**src/ast_pkg.sv**
```systemverilog
// Constants, field positions and state types of the async serial port.
// Assumes a 200 MHz pclk and 32-bit APB with word-aligned registers.
package ast_pkg;

  // ****************************************
  // Timing
  // ****************************************
  localparam int CLK_PERIOD_PS = 5000;
  localparam int INSTR_CYCLE_PS = 20000;
  localparam int INSTR_CYCLE_CLKS = (INSTR_CYCLE_PS + CLK_PERIOD_PS - 1) / CLK_PERIOD_PS;
  localparam logic [3:0] HALF_BIT_TICK = 4'h7;
  localparam logic [3:0] LAST_BIT_TICK = 4'hF;
  localparam logic [1:0] LOW_SPEED_LAST = 2'h3;

  // ****************************************
  // Register byte offsets
  // ****************************************
  localparam logic [7:0] OFS_INTERRUPT_CONTROL = 8'h00;
  localparam logic [7:0] OFS_IRQ_FLAGS_ONE = 8'h04;
  localparam logic [7:0] OFS_IRQ_ENABLES_ONE = 8'h08;
  localparam logic [7:0] OFS_IRQ_PRIORITY_ONE = 8'h0C;
  localparam logic [7:0] OFS_RECEIVE_STATUS_CONTROL = 8'h10;
  localparam logic [7:0] OFS_TRANSMIT_BUFFER = 8'h14;
  localparam logic [7:0] OFS_TRANSMIT_STATUS_CONTROL = 8'h18;
  localparam logic [7:0] OFS_BAUD_DIVISOR = 8'h1C;
  localparam logic [7:0] OFS_RECEIVE_BUFFER = 8'h20;

  // ****************************************
  // Field positions and reset values
  // ****************************************
  localparam int BIT_GLOBAL_IRQ_ENABLE = 7;
  localparam int BIT_RX = 5;
  localparam int BIT_TX = 4;
  localparam int BIT_SERIAL_PORT_ENABLE = 7;
  localparam int BIT_RX_NINE = 6;
  localparam int BIT_CONT_RECEIVE = 4;
  localparam int BIT_ADDRESS_DETECT = 3;
  localparam int BIT_FRAMING_ERROR = 2;
  localparam int BIT_OVERRUN_ERROR = 1;
  localparam int BIT_RX_NINTH = 0;
  localparam int BIT_TX_NINE = 6;
  localparam int BIT_TRANSMITTER_ENABLE = 5;
  localparam int BIT_SYNC_MODE = 4;
  localparam int BIT_HIGH_SPEED_BAUD = 2;
  localparam int BIT_TX_SHIFTER_EMPTY = 1;
  localparam int BIT_TX_NINTH = 0;
  localparam logic [7:0] RST_IRQ_PRIORITY_ONE = 8'hFF;
  localparam logic [7:0] RST_BYTE = 8'h00;

  typedef enum logic {TX_IDLE, TX_SHIFT} ast_tx_state_type;
  typedef enum logic [2:0] {RX_IDLE, RX_START, RX_DATA, RX_STOP, RX_HALT} ast_rx_state_type;

endpackage : ast_pkg

```
**src/ast_serial.sv**
```systemverilog
// Async serial transmitter and receiver with APB register file.
// Assumes rx_pin is already synchronous to pclk; sleep_mode comes from the core.
`timescale 1ns/1ps
module ast_serial
  import ast_pkg::*;
#(
  parameter int DIV_WIDTH = 8
) (
  input wire logic pclk,
  input wire logic presetn,
  input wire logic psel,
  input wire logic penable,
  input wire logic pwrite,
  input wire logic [31:0] paddr,
  input wire logic [31:0] pwdata,
  output logic [31:0] prdata,
  output logic pready,
  output logic pslverr,
  input wire logic rx_pin,
  input wire logic sleep_mode,
  output logic tx_pin,
  output logic tx_irq,
  output logic rx_irq,
  output logic rx_irq_high
);

  if (DIV_WIDTH < 1 || DIV_WIDTH > 8) begin : g_bad_width
    $error("DIV_WIDTH must lie in 1..8");
  end

  typedef struct packed {
    logic [7:0] interrupt_control;
    logic [7:0] pie;
    logic [7:0] ipr;
    logic serial_port_enable;
    logic rx9;
    logic continuous_receive_enable;
    logic address_detect_enable;
    logic framing_error;
    logic overrun_error;
    logic rx_ninth_bit;
    logic tx9;
    logic transmitter_enable;
    logic sync;
    logic high_speed_baud_select;
    logic tx_ninth_bit;
    logic [DIV_WIDTH-1:0] divisor;
    logic [7:0] txbuf;
    logic txbuf_full;
    logic tx_buffer_empty_flag;
    logic [3:0] tx_buffer_empty_flag_wait;
    logic [7:0] rcbuf;
    logic rx_complete_flag;
    logic [DIV_WIDTH-1:0] brg_cnt;
    logic [1:0] pre_cnt;
    ast_tx_state_type tx_st;
    logic [3:0] tx_tick;
    logic [3:0] tx_bits;
    logic [10:0] tx_sh;
    logic tx_pin;
    ast_rx_state_type rx_st;
    logic [3:0] rx_tick;
    logic [3:0] rx_bits;
    logic [8:0] rx_sh;
    logic [31:0] prdata;
  } ast_state_type;

  ast_state_type r;
  ast_state_type next_r;

  // ****************************************
  // Bus decode
  // ****************************************
  logic hit;
  logic wr;
  logic rd;
  logic [7:0] rdval;
  logic sample_tick;
  logic [7:0] rx_word;
  logic rx_ninth;
  logic buf_read;

  always_comb begin
    // Upper address bits must be zero; only aligned words are mapped
    hit = (paddr[31:8] == 24'h000000) && (paddr[1:0] == 2'h0) && (paddr[7:0] <= OFS_RECEIVE_BUFFER);
    rdval = RST_BYTE;
    unique case (paddr[7:0])
      OFS_INTERRUPT_CONTROL: rdval = r.interrupt_control;
      OFS_IRQ_FLAGS_ONE: begin
        rdval[BIT_RX] = r.rx_complete_flag;
        rdval[BIT_TX] = r.tx_buffer_empty_flag;
      end
      OFS_IRQ_ENABLES_ONE: rdval = r.pie;
      OFS_IRQ_PRIORITY_ONE: rdval = r.ipr;
      OFS_RECEIVE_STATUS_CONTROL: begin
        rdval[BIT_SERIAL_PORT_ENABLE] = r.serial_port_enable;
        rdval[BIT_RX_NINE] = r.rx9;
        rdval[BIT_CONT_RECEIVE] = r.continuous_receive_enable;
        rdval[BIT_ADDRESS_DETECT] = r.address_detect_enable;
        rdval[BIT_FRAMING_ERROR] = r.framing_error;
        rdval[BIT_OVERRUN_ERROR] = r.overrun_error;
        rdval[BIT_RX_NINTH] = r.rx_ninth_bit;
      end
      OFS_TRANSMIT_BUFFER: rdval = r.txbuf;
      OFS_TRANSMIT_STATUS_CONTROL: begin
        rdval[BIT_TX_NINE] = r.tx9;
        rdval[BIT_TRANSMITTER_ENABLE] = r.transmitter_enable;
        rdval[BIT_SYNC_MODE] = r.sync;
        rdval[BIT_HIGH_SPEED_BAUD] = r.high_speed_baud_select;
        rdval[BIT_TX_SHIFTER_EMPTY] = (r.tx_st == TX_IDLE);
        rdval[BIT_TX_NINTH] = r.tx_ninth_bit;
      end
      OFS_BAUD_DIVISOR: rdval = 8'(r.divisor);
      OFS_RECEIVE_BUFFER: rdval = r.rcbuf;
      default: rdval = RST_BYTE;
    endcase
  end

  assign wr = psel && penable && pwrite && hit;
  assign rd = psel && penable && !pwrite && hit;
  // Zero wait states: every access ends in its first access cycle
  assign pready = 1'b1;
  assign pslverr = psel && penable && !hit;
  assign prdata = r.prdata;
  assign tx_pin = r.tx_pin;
  assign tx_irq = r.tx_buffer_empty_flag && r.pie[BIT_TX];
  assign rx_irq = r.rx_complete_flag && r.pie[BIT_RX] && r.interrupt_control[BIT_GLOBAL_IRQ_ENABLE];
  assign rx_irq_high = r.ipr[BIT_RX];

  // Received bits land at the top; an 8-bit frame leaves them one place high
  assign rx_word = r.rx9 ? r.rx_sh[7:0] : r.rx_sh[8:1];
  assign rx_ninth = r.rx_sh[8];
  // Only a read of the buffer itself frees room for a completing word
  assign buf_read = rd && (paddr[7:0] == OFS_RECEIVE_BUFFER);

  // ****************************************
  // Next state
  // ****************************************
  always_comb begin
    next_r = r;
    sample_tick = 1'b0;
    if (psel && !penable) begin
      // Refused addresses read as zero
      next_r.prdata = hit ? {24'h000000, rdval} : 32'h00000000;
    end

    // Baud generator; sleep freezes bit timing on both paths, but a full buffer still loads
    if (r.serial_port_enable && !r.sync && !sleep_mode) begin
      if (r.brg_cnt == '0) begin
        next_r.brg_cnt = r.divisor;
        next_r.pre_cnt = r.pre_cnt + 2'h1;
        sample_tick = r.high_speed_baud_select || (r.pre_cnt == LOW_SPEED_LAST);
      end else begin
        next_r.brg_cnt = r.brg_cnt - 1'b1;
      end
    end

    // Delayed clear of the buffer-empty flag
    if (r.tx_buffer_empty_flag_wait != 4'h0) begin
      next_r.tx_buffer_empty_flag_wait = r.tx_buffer_empty_flag_wait - 4'h1;
      if (r.tx_buffer_empty_flag_wait == 4'h1) begin
        next_r.tx_buffer_empty_flag = 1'b0;
      end
    end

    // ****************************************
    // Transmitter
    // ****************************************
    // Dropping either enable aborts a frame in flight; pin returns to mark
    if (!(r.serial_port_enable && r.transmitter_enable && !r.sync)) begin
      next_r.tx_st = TX_IDLE;
    end else if (r.tx_st == TX_IDLE) begin
      // Loading empties the buffer, so the flag sets and a pending clear is dropped
      if (r.txbuf_full) begin
        next_r.tx_sh = {1'b1, r.tx9 ? r.tx_ninth_bit : 1'b1, r.txbuf, 1'b0};
        next_r.tx_bits = r.tx9 ? 4'hB : 4'hA;
        next_r.tx_tick = 4'h0;
        next_r.tx_st = TX_SHIFT;
        next_r.txbuf_full = 1'b0;
        next_r.tx_buffer_empty_flag = 1'b1;
        next_r.tx_buffer_empty_flag_wait = 4'h0;
      end
    end else if (sample_tick) begin
      next_r.tx_tick = r.tx_tick + 4'h1;
      if (r.tx_tick == LAST_BIT_TICK) begin
        next_r.tx_sh = {1'b1, r.tx_sh[10:1]};
        next_r.tx_bits = r.tx_bits - 4'h1;
        if (r.tx_bits == 4'h1) begin
          next_r.tx_st = TX_IDLE;
        end
      end
    end

    // ****************************************
    // Receiver
    // ****************************************
    if (sample_tick && r.continuous_receive_enable) begin
      next_r.rx_tick = r.rx_tick + 4'h1;
      unique case (r.rx_st)
        RX_IDLE: begin
          next_r.rx_tick = 4'h0;
          if (!rx_pin) begin
            next_r.rx_st = RX_START;
          end
        end
        RX_START: begin
          if (r.rx_tick == HALF_BIT_TICK) begin
            next_r.rx_tick = 4'h0;
            next_r.rx_bits = 4'h0;
            // A start bit gone high by mid-bit is noise
            next_r.rx_st = rx_pin ? RX_IDLE : RX_DATA;
          end
        end
        RX_DATA: begin
          if (r.rx_tick == LAST_BIT_TICK) begin
            next_r.rx_sh = {rx_pin, r.rx_sh[8:1]};
            next_r.rx_bits = r.rx_bits + 4'h1;
            if (r.rx_bits == (r.rx9 ? 4'h8 : 4'h7)) begin
              next_r.rx_st = RX_STOP;
            end
          end
        end
        RX_STOP: begin
          if (r.rx_tick == LAST_BIT_TICK) begin
            next_r.rx_st = RX_IDLE;
            if (r.address_detect_enable && r.rx9 && !rx_ninth) begin
              next_r.rx_st = RX_IDLE;
            end else if (r.rx_complete_flag && !buf_read) begin
              // Unread word is kept; receiver waits for continuous receive to drop
              next_r.overrun_error = 1'b1;
              next_r.rx_st = RX_HALT;
            end else begin
              next_r.rcbuf = rx_word;
              next_r.rx_ninth_bit = r.rx9 ? rx_ninth : 1'b0;
              next_r.framing_error = !rx_pin;
            end
          end
        end
        RX_HALT: next_r.rx_st = RX_HALT;
      endcase
    end

    // ****************************************
    // Register writes and read effects
    // ****************************************
    if (wr) begin
      unique case (paddr[7:0])
        OFS_INTERRUPT_CONTROL: next_r.interrupt_control = pwdata[7:0];
        OFS_IRQ_ENABLES_ONE: next_r.pie = pwdata[7:0];
        OFS_IRQ_PRIORITY_ONE: next_r.ipr = pwdata[7:0];
        OFS_RECEIVE_STATUS_CONTROL: begin
          next_r.serial_port_enable = pwdata[BIT_SERIAL_PORT_ENABLE];
          next_r.rx9 = pwdata[BIT_RX_NINE];
          next_r.continuous_receive_enable = pwdata[BIT_CONT_RECEIVE];
          next_r.address_detect_enable = pwdata[BIT_ADDRESS_DETECT];
        end
        OFS_TRANSMIT_BUFFER: begin
          next_r.txbuf = pwdata[7:0];
          next_r.txbuf_full = 1'b1;
          next_r.tx_buffer_empty_flag_wait = 4'(INSTR_CYCLE_CLKS);
        end
        OFS_TRANSMIT_STATUS_CONTROL: begin
          next_r.tx9 = pwdata[BIT_TX_NINE];
          next_r.transmitter_enable = pwdata[BIT_TRANSMITTER_ENABLE];
          next_r.sync = pwdata[BIT_SYNC_MODE];
          next_r.high_speed_baud_select = pwdata[BIT_HIGH_SPEED_BAUD];
          next_r.tx_ninth_bit = pwdata[BIT_TX_NINTH];
          if (pwdata[BIT_TRANSMITTER_ENABLE] && !r.transmitter_enable) begin
            next_r.tx_buffer_empty_flag = 1'b1;
            next_r.tx_buffer_empty_flag_wait = 4'h0;
          end
        end
        OFS_BAUD_DIVISOR: next_r.divisor = pwdata[DIV_WIDTH-1:0];
        // Flags and receive buffer ignore writes
        default: next_r.interrupt_control = next_r.interrupt_control;
      endcase
    end
    if (!next_r.continuous_receive_enable) begin
      next_r.framing_error = 1'b0;
      next_r.overrun_error = 1'b0;
      next_r.rx_st = RX_IDLE;
    end

    // Reading the buffer clears the flag; a word landing now still sets it
    if (buf_read) begin
      next_r.rx_complete_flag = 1'b0;
    end
    if (sample_tick && r.continuous_receive_enable && r.rx_st == RX_STOP && r.rx_tick == LAST_BIT_TICK
        && !(r.address_detect_enable && r.rx9 && !rx_ninth) && !(r.rx_complete_flag && !buf_read)) begin
      next_r.rx_complete_flag = 1'b1;
    end

    next_r.tx_pin = (next_r.tx_st == TX_SHIFT) ? next_r.tx_sh[0] : 1'b1;
  end

  // ****************************************
  // State register
  // ****************************************
  always_ff @(posedge pclk or negedge presetn) begin
    if (!presetn) begin
      // Line at mark and shifter empty out of reset
      r <= '0;
      r.ipr <= RST_IRQ_PRIORITY_ONE;
      r.tx_st <= TX_IDLE;
      r.rx_st <= RX_IDLE;
      r.tx_sh <= 11'h7FF;
      r.tx_pin <= 1'b1;
    end else begin
      r <= next_r;
    end
  end

endmodule : ast_serial

```
**config.mk**
```make
export PLATFORM = sky130hd
export DESIGN_NAME = ast_serial
export DESIGN_NICKNAME = d
export VERILOG_FILES = /design/src/ast_pkg.sv /design/src/ast_serial.sv
export SDC_FILE = /design/constraint.sdc
export NUM_CORES = 1
export LEC_CHECK = 0
export BUFFER_PORTS_ARGS = -buffer_cell sky130_fd_sc_hd__buf_4
export CAP_MARGIN = 20
export CORE_ASPECT_RATIO = 1.5
export CORE_MARGIN = 2
export CORE_UTILIZATION = 52
export DETAILED_ROUTE_END_ITERATION = 10
export PLACE_DENSITY = 0.82
export SLEW_MARGIN = 25
export SYNTH_ARGS = -nofsm -noshare
export SYNTH_HDL_FRONTEND = slang
export SYNTH_SLANG_ARGS = --single-unit
export TNS_END_PERCENT = 30
```
**constraint.sdc**
```tcl
create_clock -name pclk -period 2.3 [get_ports pclk]
set_input_delay 0.23 -clock pclk [delete_from_list [all_inputs] [get_ports pclk]]
set_output_delay 0.23 -clock pclk [all_outputs]
set_load 0.1 [all_outputs]
```
==> results of run 1 <==
## cell type report
| class | instances | area [um^2] |
|---|---|---|
| Fill cell | 966 | 4650 |
| Multi-Input combinational cell | 469 | 3400 |
| Sequential cell | 126 | 3180 |
| Timing Repair Buffer | 116 | 927 |
| Clock buffer | 23 | 458 |
| Tap cell | 159 | 199 |
| Clock inverter | 9 | 72.6 |
| Inverter | 19 | 71.3 |
## logic make-up (layout without fill, tap and decap cells)
group                    after synthesis  in the layout  share of synthesized area (%)
adder cells (fa/ha/maj)               11             11                           2.00
buffers and inverters                 77            167                           6.16
XOR/XNOR                               5              5                          0.638
multiplexers                         102            102                           16.4
AO/OA/AOI/OAI                        127            127                           12.6
AND/OR/NAND/NOR                      199            199                           15.9
flip-flops                           126            126                           46.3
other                                  2             25                          0.109
## flip-flops by register name, indices dropped and copies added, names as in the netlist
signal       flops
prdata           8
r              116
rx_irq_high      1
tx_pin           1
## cells in the mapped netlist (all sizes together), types with 4 or more instances
master  instances
a211oi          5
a21oi          19
a22o           19
a22oi           8
a32oi           4
and3            5
buf            38
clkbuf         20
dfrtp         106
dfstp          20
ha             11
inv            19
mux2           83
mux2i          19
nand2          45
nand2b         16
nand3          26
nand3b          9
nand4          10
nor2           34
nor2b           5
nor3            8
nor4           14
o21ai          36
o31ai           7
or4             7
## cells in the final DEF (no fill, tap or decap), types with 3 or more instances in the layout
cell type  instances
ha_1              11
nor3_1             8
o31ai_1            7
clkinv_2           7
nor2_1            32
buf_4            110
a22oi_1            8
dfrtp_1          106
inv_1             19
xnor2_1            3
nor4_1            11
a211oi_1           5
nand2_1           43
mux2i_1           19
nand3_1           26
and3_1             5
buf_12             4
o21ai_0           36
or4_1              5
nand4_1           10
clkbuf_1           5
or2_2              3
dfstp_2           20
mux2_2            83
nand3b_1           9
nand2b_1          16
a22o_1            19
clkbuf_16         17
a32oi_1            4
o22ai_1            3
a21oi_1           19
nor2b_1            5
conb_1            25
## power by group through the flow
stage / clock network [mW] / registers (mW) / logic, mW
3_5_place_dp: 0 / 2.27 / 0.447
3_3_place_gp: 0 / 2.27 / 0.439
5_1_grt: 2.55 / 2.23 / 0.482
2_1_floorplan: 0 / 2.27 / 0.311
4_1_cts: 2.45 / 2.23 / 0.451
6_report: 2.44 / 2.23 / 0.456
## timing repair
| action | in CTS | in global routing |
|---|---|---|
| hold buffers | 1 | 0 |
| pin swaps | 0 | 1 |
| setup buffers | 1 | 1 |
| endpoints found under the setup margin | 1 | 23 |
| gates resized for setup | 1 | 9 |
| cloned | 0 | 0 |
| endpoints found under the hold margin | 39 | 0 |
## worst min-delay path: cells and delay by family
kind,cells,cell delay [ps]
buf+inv,1,110
simple gates,2,120
## layer usage
metal | vias up | GRT usage [%] | part of all wire [%]
li1 | 2536 | - | -
met1 | 2782 | 27.7 | 36
met2 | 286 | 46.9 | 53
met3 | 61 | 4.13 | 5.8
met4 | 0 | 15.1 | 5.0
met5 | - | 0 | 0
## metrics by stage
stage	setup TNS [ps]	utilization (%)	setup slack [ps]	total power, mW	std cells
2_1_floorplan	-11.4	-	-11.4	2.58	672
3_3_place_gp	-2570	59.5	-159	2.70	887
3_5_place_dp	-4320	59.5	-161	2.71	887
4_1_cts	0	63.8	27.0	5.13	921
5_1_grt	-9.92	64.1	-9.92	5.26	921
6_report	0	64.1	62.6	5.12	921
## worst max-delay path by stage
stage               endpoint
finish                 r[64]
global route           r[64]
CTS                  pslverr
detailed placement     r[84]
global placement      r[121]
floorplan              r[64]
==> summary.txt, run 1 <==
Die width = 97.9 um
Reg power frac = 43.5%
Ant. Diodes = 0
Drt wl/cell = 19.6 um
Clock skew = 15.6 ps
Peak supply drop = 0.000561 V
Synth Cell Area = 6870 um^2
I/O Pins = 109
R2R depth = 8
Asr flop ratio synth = 100%
Worst-path cell chain = inv_1 > ha_1 > nor3b_4 > nand2_2 > o41a_1 > nor2_2 > buf_6 > mux2_2
Ys Warns = 0
Total global routing overflow = 0
Max clock buf depth = 2
Num CTS Buffers = 17
Sw Share = 25.1%
Sw Pwr = 1.29 mW
Reg2reg end = r[64]
Critical path origin = r[76]
Worst path required time = 2600 ps
Slowest cell on the critical path = o41a_1
Vias per cell = 6.15
Crit path max fanout = 11
CTS root buffer = clkbuf_16
CTS tree = built
Crit-path max cell delay = 480 ps
Avg Synthesized Cell Area = 10.6 um^2
CTS HTree Levels = 4
Synthesized flop and latch total = 126
Fin. Hold Viols = 0
Core area = 13,000 um^2
Hold_ws = 74.8 ps
Final Max Tran Viols = 0
Maximum clock frequency = 0.447 GHz
CP delay by family, top = compound AO/OA/AOI/OAI gates
GP Congestion = 0.913
Area fraction of the dominant cell type after synthesis = 38.6%
Internal power = 3.84 mW
Rel. slew slack = 47.5%
Setup violations, final = 0
Layout cell share with drive strength beyond 1 = 34.8%
Hold Crit Class = in -> reg
Nets@finish = 831
Hold path startpoint = rx_pin
Slew @ Worst Pin = 786 ps
Max Cap Viol = 0
Detail Placement HPWL = 12,900 um
Status = finished clean
Design area = 8300 um^2
Total wire length = 18,000 um
Worst-skew pair later-pin latency = 420 ps
Share of total power in the clock network = 47.6%
Register area share after synthesis = 46.3%
Leak pwr = 3.86 nW
Reg-to-Reg Start = r[76]
Crit path depth = 8
Residual DRC count = 0
Synth-to-Final Area Change = 20.9%
Largest net degree at the start of global routing = 48
Combinational share of power = 8.9%
PD cells = 617 nW/um^2
Crit Path Class = reg -> reg
Post-DRT Antenna Nets = 0
Critical Path Source Type = register
Worst path bufs/invs = 2
Pre-antenna DRT Iters = 6
Chip Height = 145 um
First-pass GRT wire length = 28,300 um
Area leader, netlist = dfrtp_1
Initial drt markers = 396
Setup crit end kind = register
Total GRT Usage = 25.6%
DR vias = 5,665
Yosys cell types = 64
Syn Inst Count = 649
IO Port Bufs = 59
FF-to-FF setup slack = 60 ps
Top_reg_cell synth = dfrtp_1
Row cnt = 51
Clock Pin Slew Worst Setup and Hold Paths = 50 ps
Post-layout minimum cycle time = 2240 ps
Starting Density = 53.0%
Antenna violations before repair = 0
Die area = 14,200 um^2
WHS Endpoint = r[40]
Synth top area cells = dfrtp_1 (39%), mux2_2 (14%), dfstp_2 (7.6%), buf_4 (3.6%), mux2i_1 (2.8%)
CP Data Arrival Time = 2530 ps
Final period util = 97.3%
Hold Crit Depth = 3
CTS Sinks = 126
Dpl cell area = 7710 um^2
EDFF count, synth = 0
Vias in the first global route = 5,693
No activity file was read; power rests on OpenSTA's default activity.
==> run 2: changes to the inputs <==
- REMOVE_ABC_BUFFERS: default -> 1
==> run 2 against run 1 <==
  * Routed wire length up 3.9%
  * Clock skew down 6.9 ps
  * Core utilization up 0.25 points
  * Count of clock-buffer cells in the layout down 4
  * Maximum frequency up 1.2%
  * Clock power up 19%
  * Critical endpoint is now pslverr
  * Largest cell class unchanged
  * Largest power group unchanged
==> summary.txt, run 2 (synthesized netlist as in run 1, its figures left out) <==
Drt wl/cell = 20.4 um
Inst Count DP = 883
Crit-path max cell delay = 540 ps
Vias per cell = 6.23
Most frequent cells in the layout = buf_4 (107), dfrtp_1 (106), mux2_2 (83)
Post-layout minimum cycle time = 2210 ps
Total global routing overflow = 0
Antenna violations before repair = 0
Max Cap Viol = 0
Design area = 8340 um^2
Worst path required time = 2070 ps
Ant. Diodes = 0
Pre-antenna DRT Iters = 5
Hold path startpoint = rx_pin
Die width = 97.9 um
Num CTS Buffers = 17
Most common cell after layout, fill and taps aside = buf_4
WHS Endpoint = r[40]
Dpl cell area = 7670 um^2
DR vias = 5,710
Largest register by flop count = r
Fin. Hold Viols = 0
Status = finished clean
Detail Placement HPWL = 13,500 um
Post-DRT Antenna Nets = 0
Hold Crit Class = in -> reg
Hold_ws = 77.0 ps
CP Data Arrival Time = 1980 ps
Residual DRC count = 0
PD cells = 671 nW/um^2
CP delay by family, top = simple AND/OR/NAND/NOR gates
Peak supply drop = 0.000569 V
IO Port Bufs = 59
Synth-to-Final Area Change = 21.3%
CTS Sinks = 126
Initial drt markers = 401
Critical Path Source Type = input port
Crit path max fanout = 5
Layout cell share with drive strength beyond 1 = 34.5%
Final period util = 96.2%
Largest net degree at the start of global routing = 54
Nets@finish = 826
First-pass GRT wire length = 30,300 um
Max clock buf depth = 2
Post-CTS Repair Setup Buffers = 0
Worst-skew pair later-pin latency = 420 ps
CTS root buffer = clkbuf_16
Final Max Tran Viols = 0
Clock skew = 8.64 ps
Total wire length = 18,700 um
Row cnt = 51
Chip Height = 145 um
Die area = 14,200 um^2
Critical path origin = paddr[1]
R2R depth = 8
Setup crit end kind = output pin
Reg2reg end = r[61]
Maximum clock frequency = 0.452 GHz
Setup violations, final = 0
Slowest cell on the critical path = or4_4
Core area = 13,000 um^2
PnR Total Power = 5.59 mW
Leak pwr = 3.87 nW
FF-to-FF setup slack = 100 ps
CTS tree = built
Starting Density = 53.0%
Hold Crit Depth = 3
Max FFs per register = 116
I/O Pins = 109
GP Congestion = 0.910
Clock Pin Slew Worst Setup and Hold Paths = 60 ps
Worst-path cell chain = buf_4 > or4_4 > o21a_1 > buf_4 > nor4_2 > buf_4 > nor2_1 > buf_4
Rel. slew slack = 45.6%
Vias in the first global route = 5,902
Worst path bufs/invs = 4
Post-route insts no fill = 916
CTS HTree Levels = 4
Cell repeated most along the worst path = buf_4
Crit Path Class = in -> out
Reg-to-Reg Start = r[76]
Slew @ Worst Pin = 815 ps
Total GRT Usage = 27.5%
==> run 2: cell types whose count changed in the layout (fill, tap and decap cells not counted), moves of 2 or more <==
cell	change
buf_4	-3
bufinv_16	+3
clkbuf_1	-5
clkinv_2	-5
clkinv_4	+5
nor2_1	+2
nor2_2	-2
==> run 2: how the worst max path moves through the flow <==
| stage | end | slack, ps | cells after the start |
|---|---|---|---|
| global route | r[61] | -20 | 8 |
| CTS | r[58] | 6 | 8 |
| finish | pslverr | 90 | 8 |
| floorplan | r[49] | -890 | 5 |
| global placement | r[121] | -170 | 6 |
| detailed placement | r[121] | -140 | 6 |
==> run 2: through the flow <==
step	setup TNS, ps	setup slack (ps)	util (%)
after detailed placement	-1190	-143	59.2
after CTS	0	6.05	64.3
after global placement	-930	-171	59.2
after global routing	-91.6	-17.8	64.4
final	0	88.4	64.4
after floorplan	-33810	-887	-
==> run 2: routing by layer <==
metal,vias to the layer above,global-route usage [%],routed length (um)
met3,86,5.43,1120
met1,2819,29.4,6640
met5,-,0,0
li1,2518,-,-
met4,0,18.3,1240
met2,287,49.1,9720
==> run 2: final cells by class <==
cell class	count	area (um^2)
repair buffers	111	873
flip-flops and latches	126	3180
multi-input cells	469	3370
well taps	159	199
clock inverters	13	189
fillers	942	4620
clock buffers	19	453
inverters	19	71.3
==> run 2: where the power goes <==
part / internal (mW) / switching, mW
sequential: 2.22 / 0.00387
clock: 1.87 / 1.04
combinational: 0.108 / 0.348
==> run 2: timing repair <==
item	in CTS	in global routing
endpoints found under the setup margin	0	15
gates resized for setup	0	2
hold buffers	1	0
hold endpoints to repair	19	0
==> run 2: tightest hold or removal path, stage by stage <==
cell and delay, ps:
buf_4 120, nand2_1 50, nand2_1 60
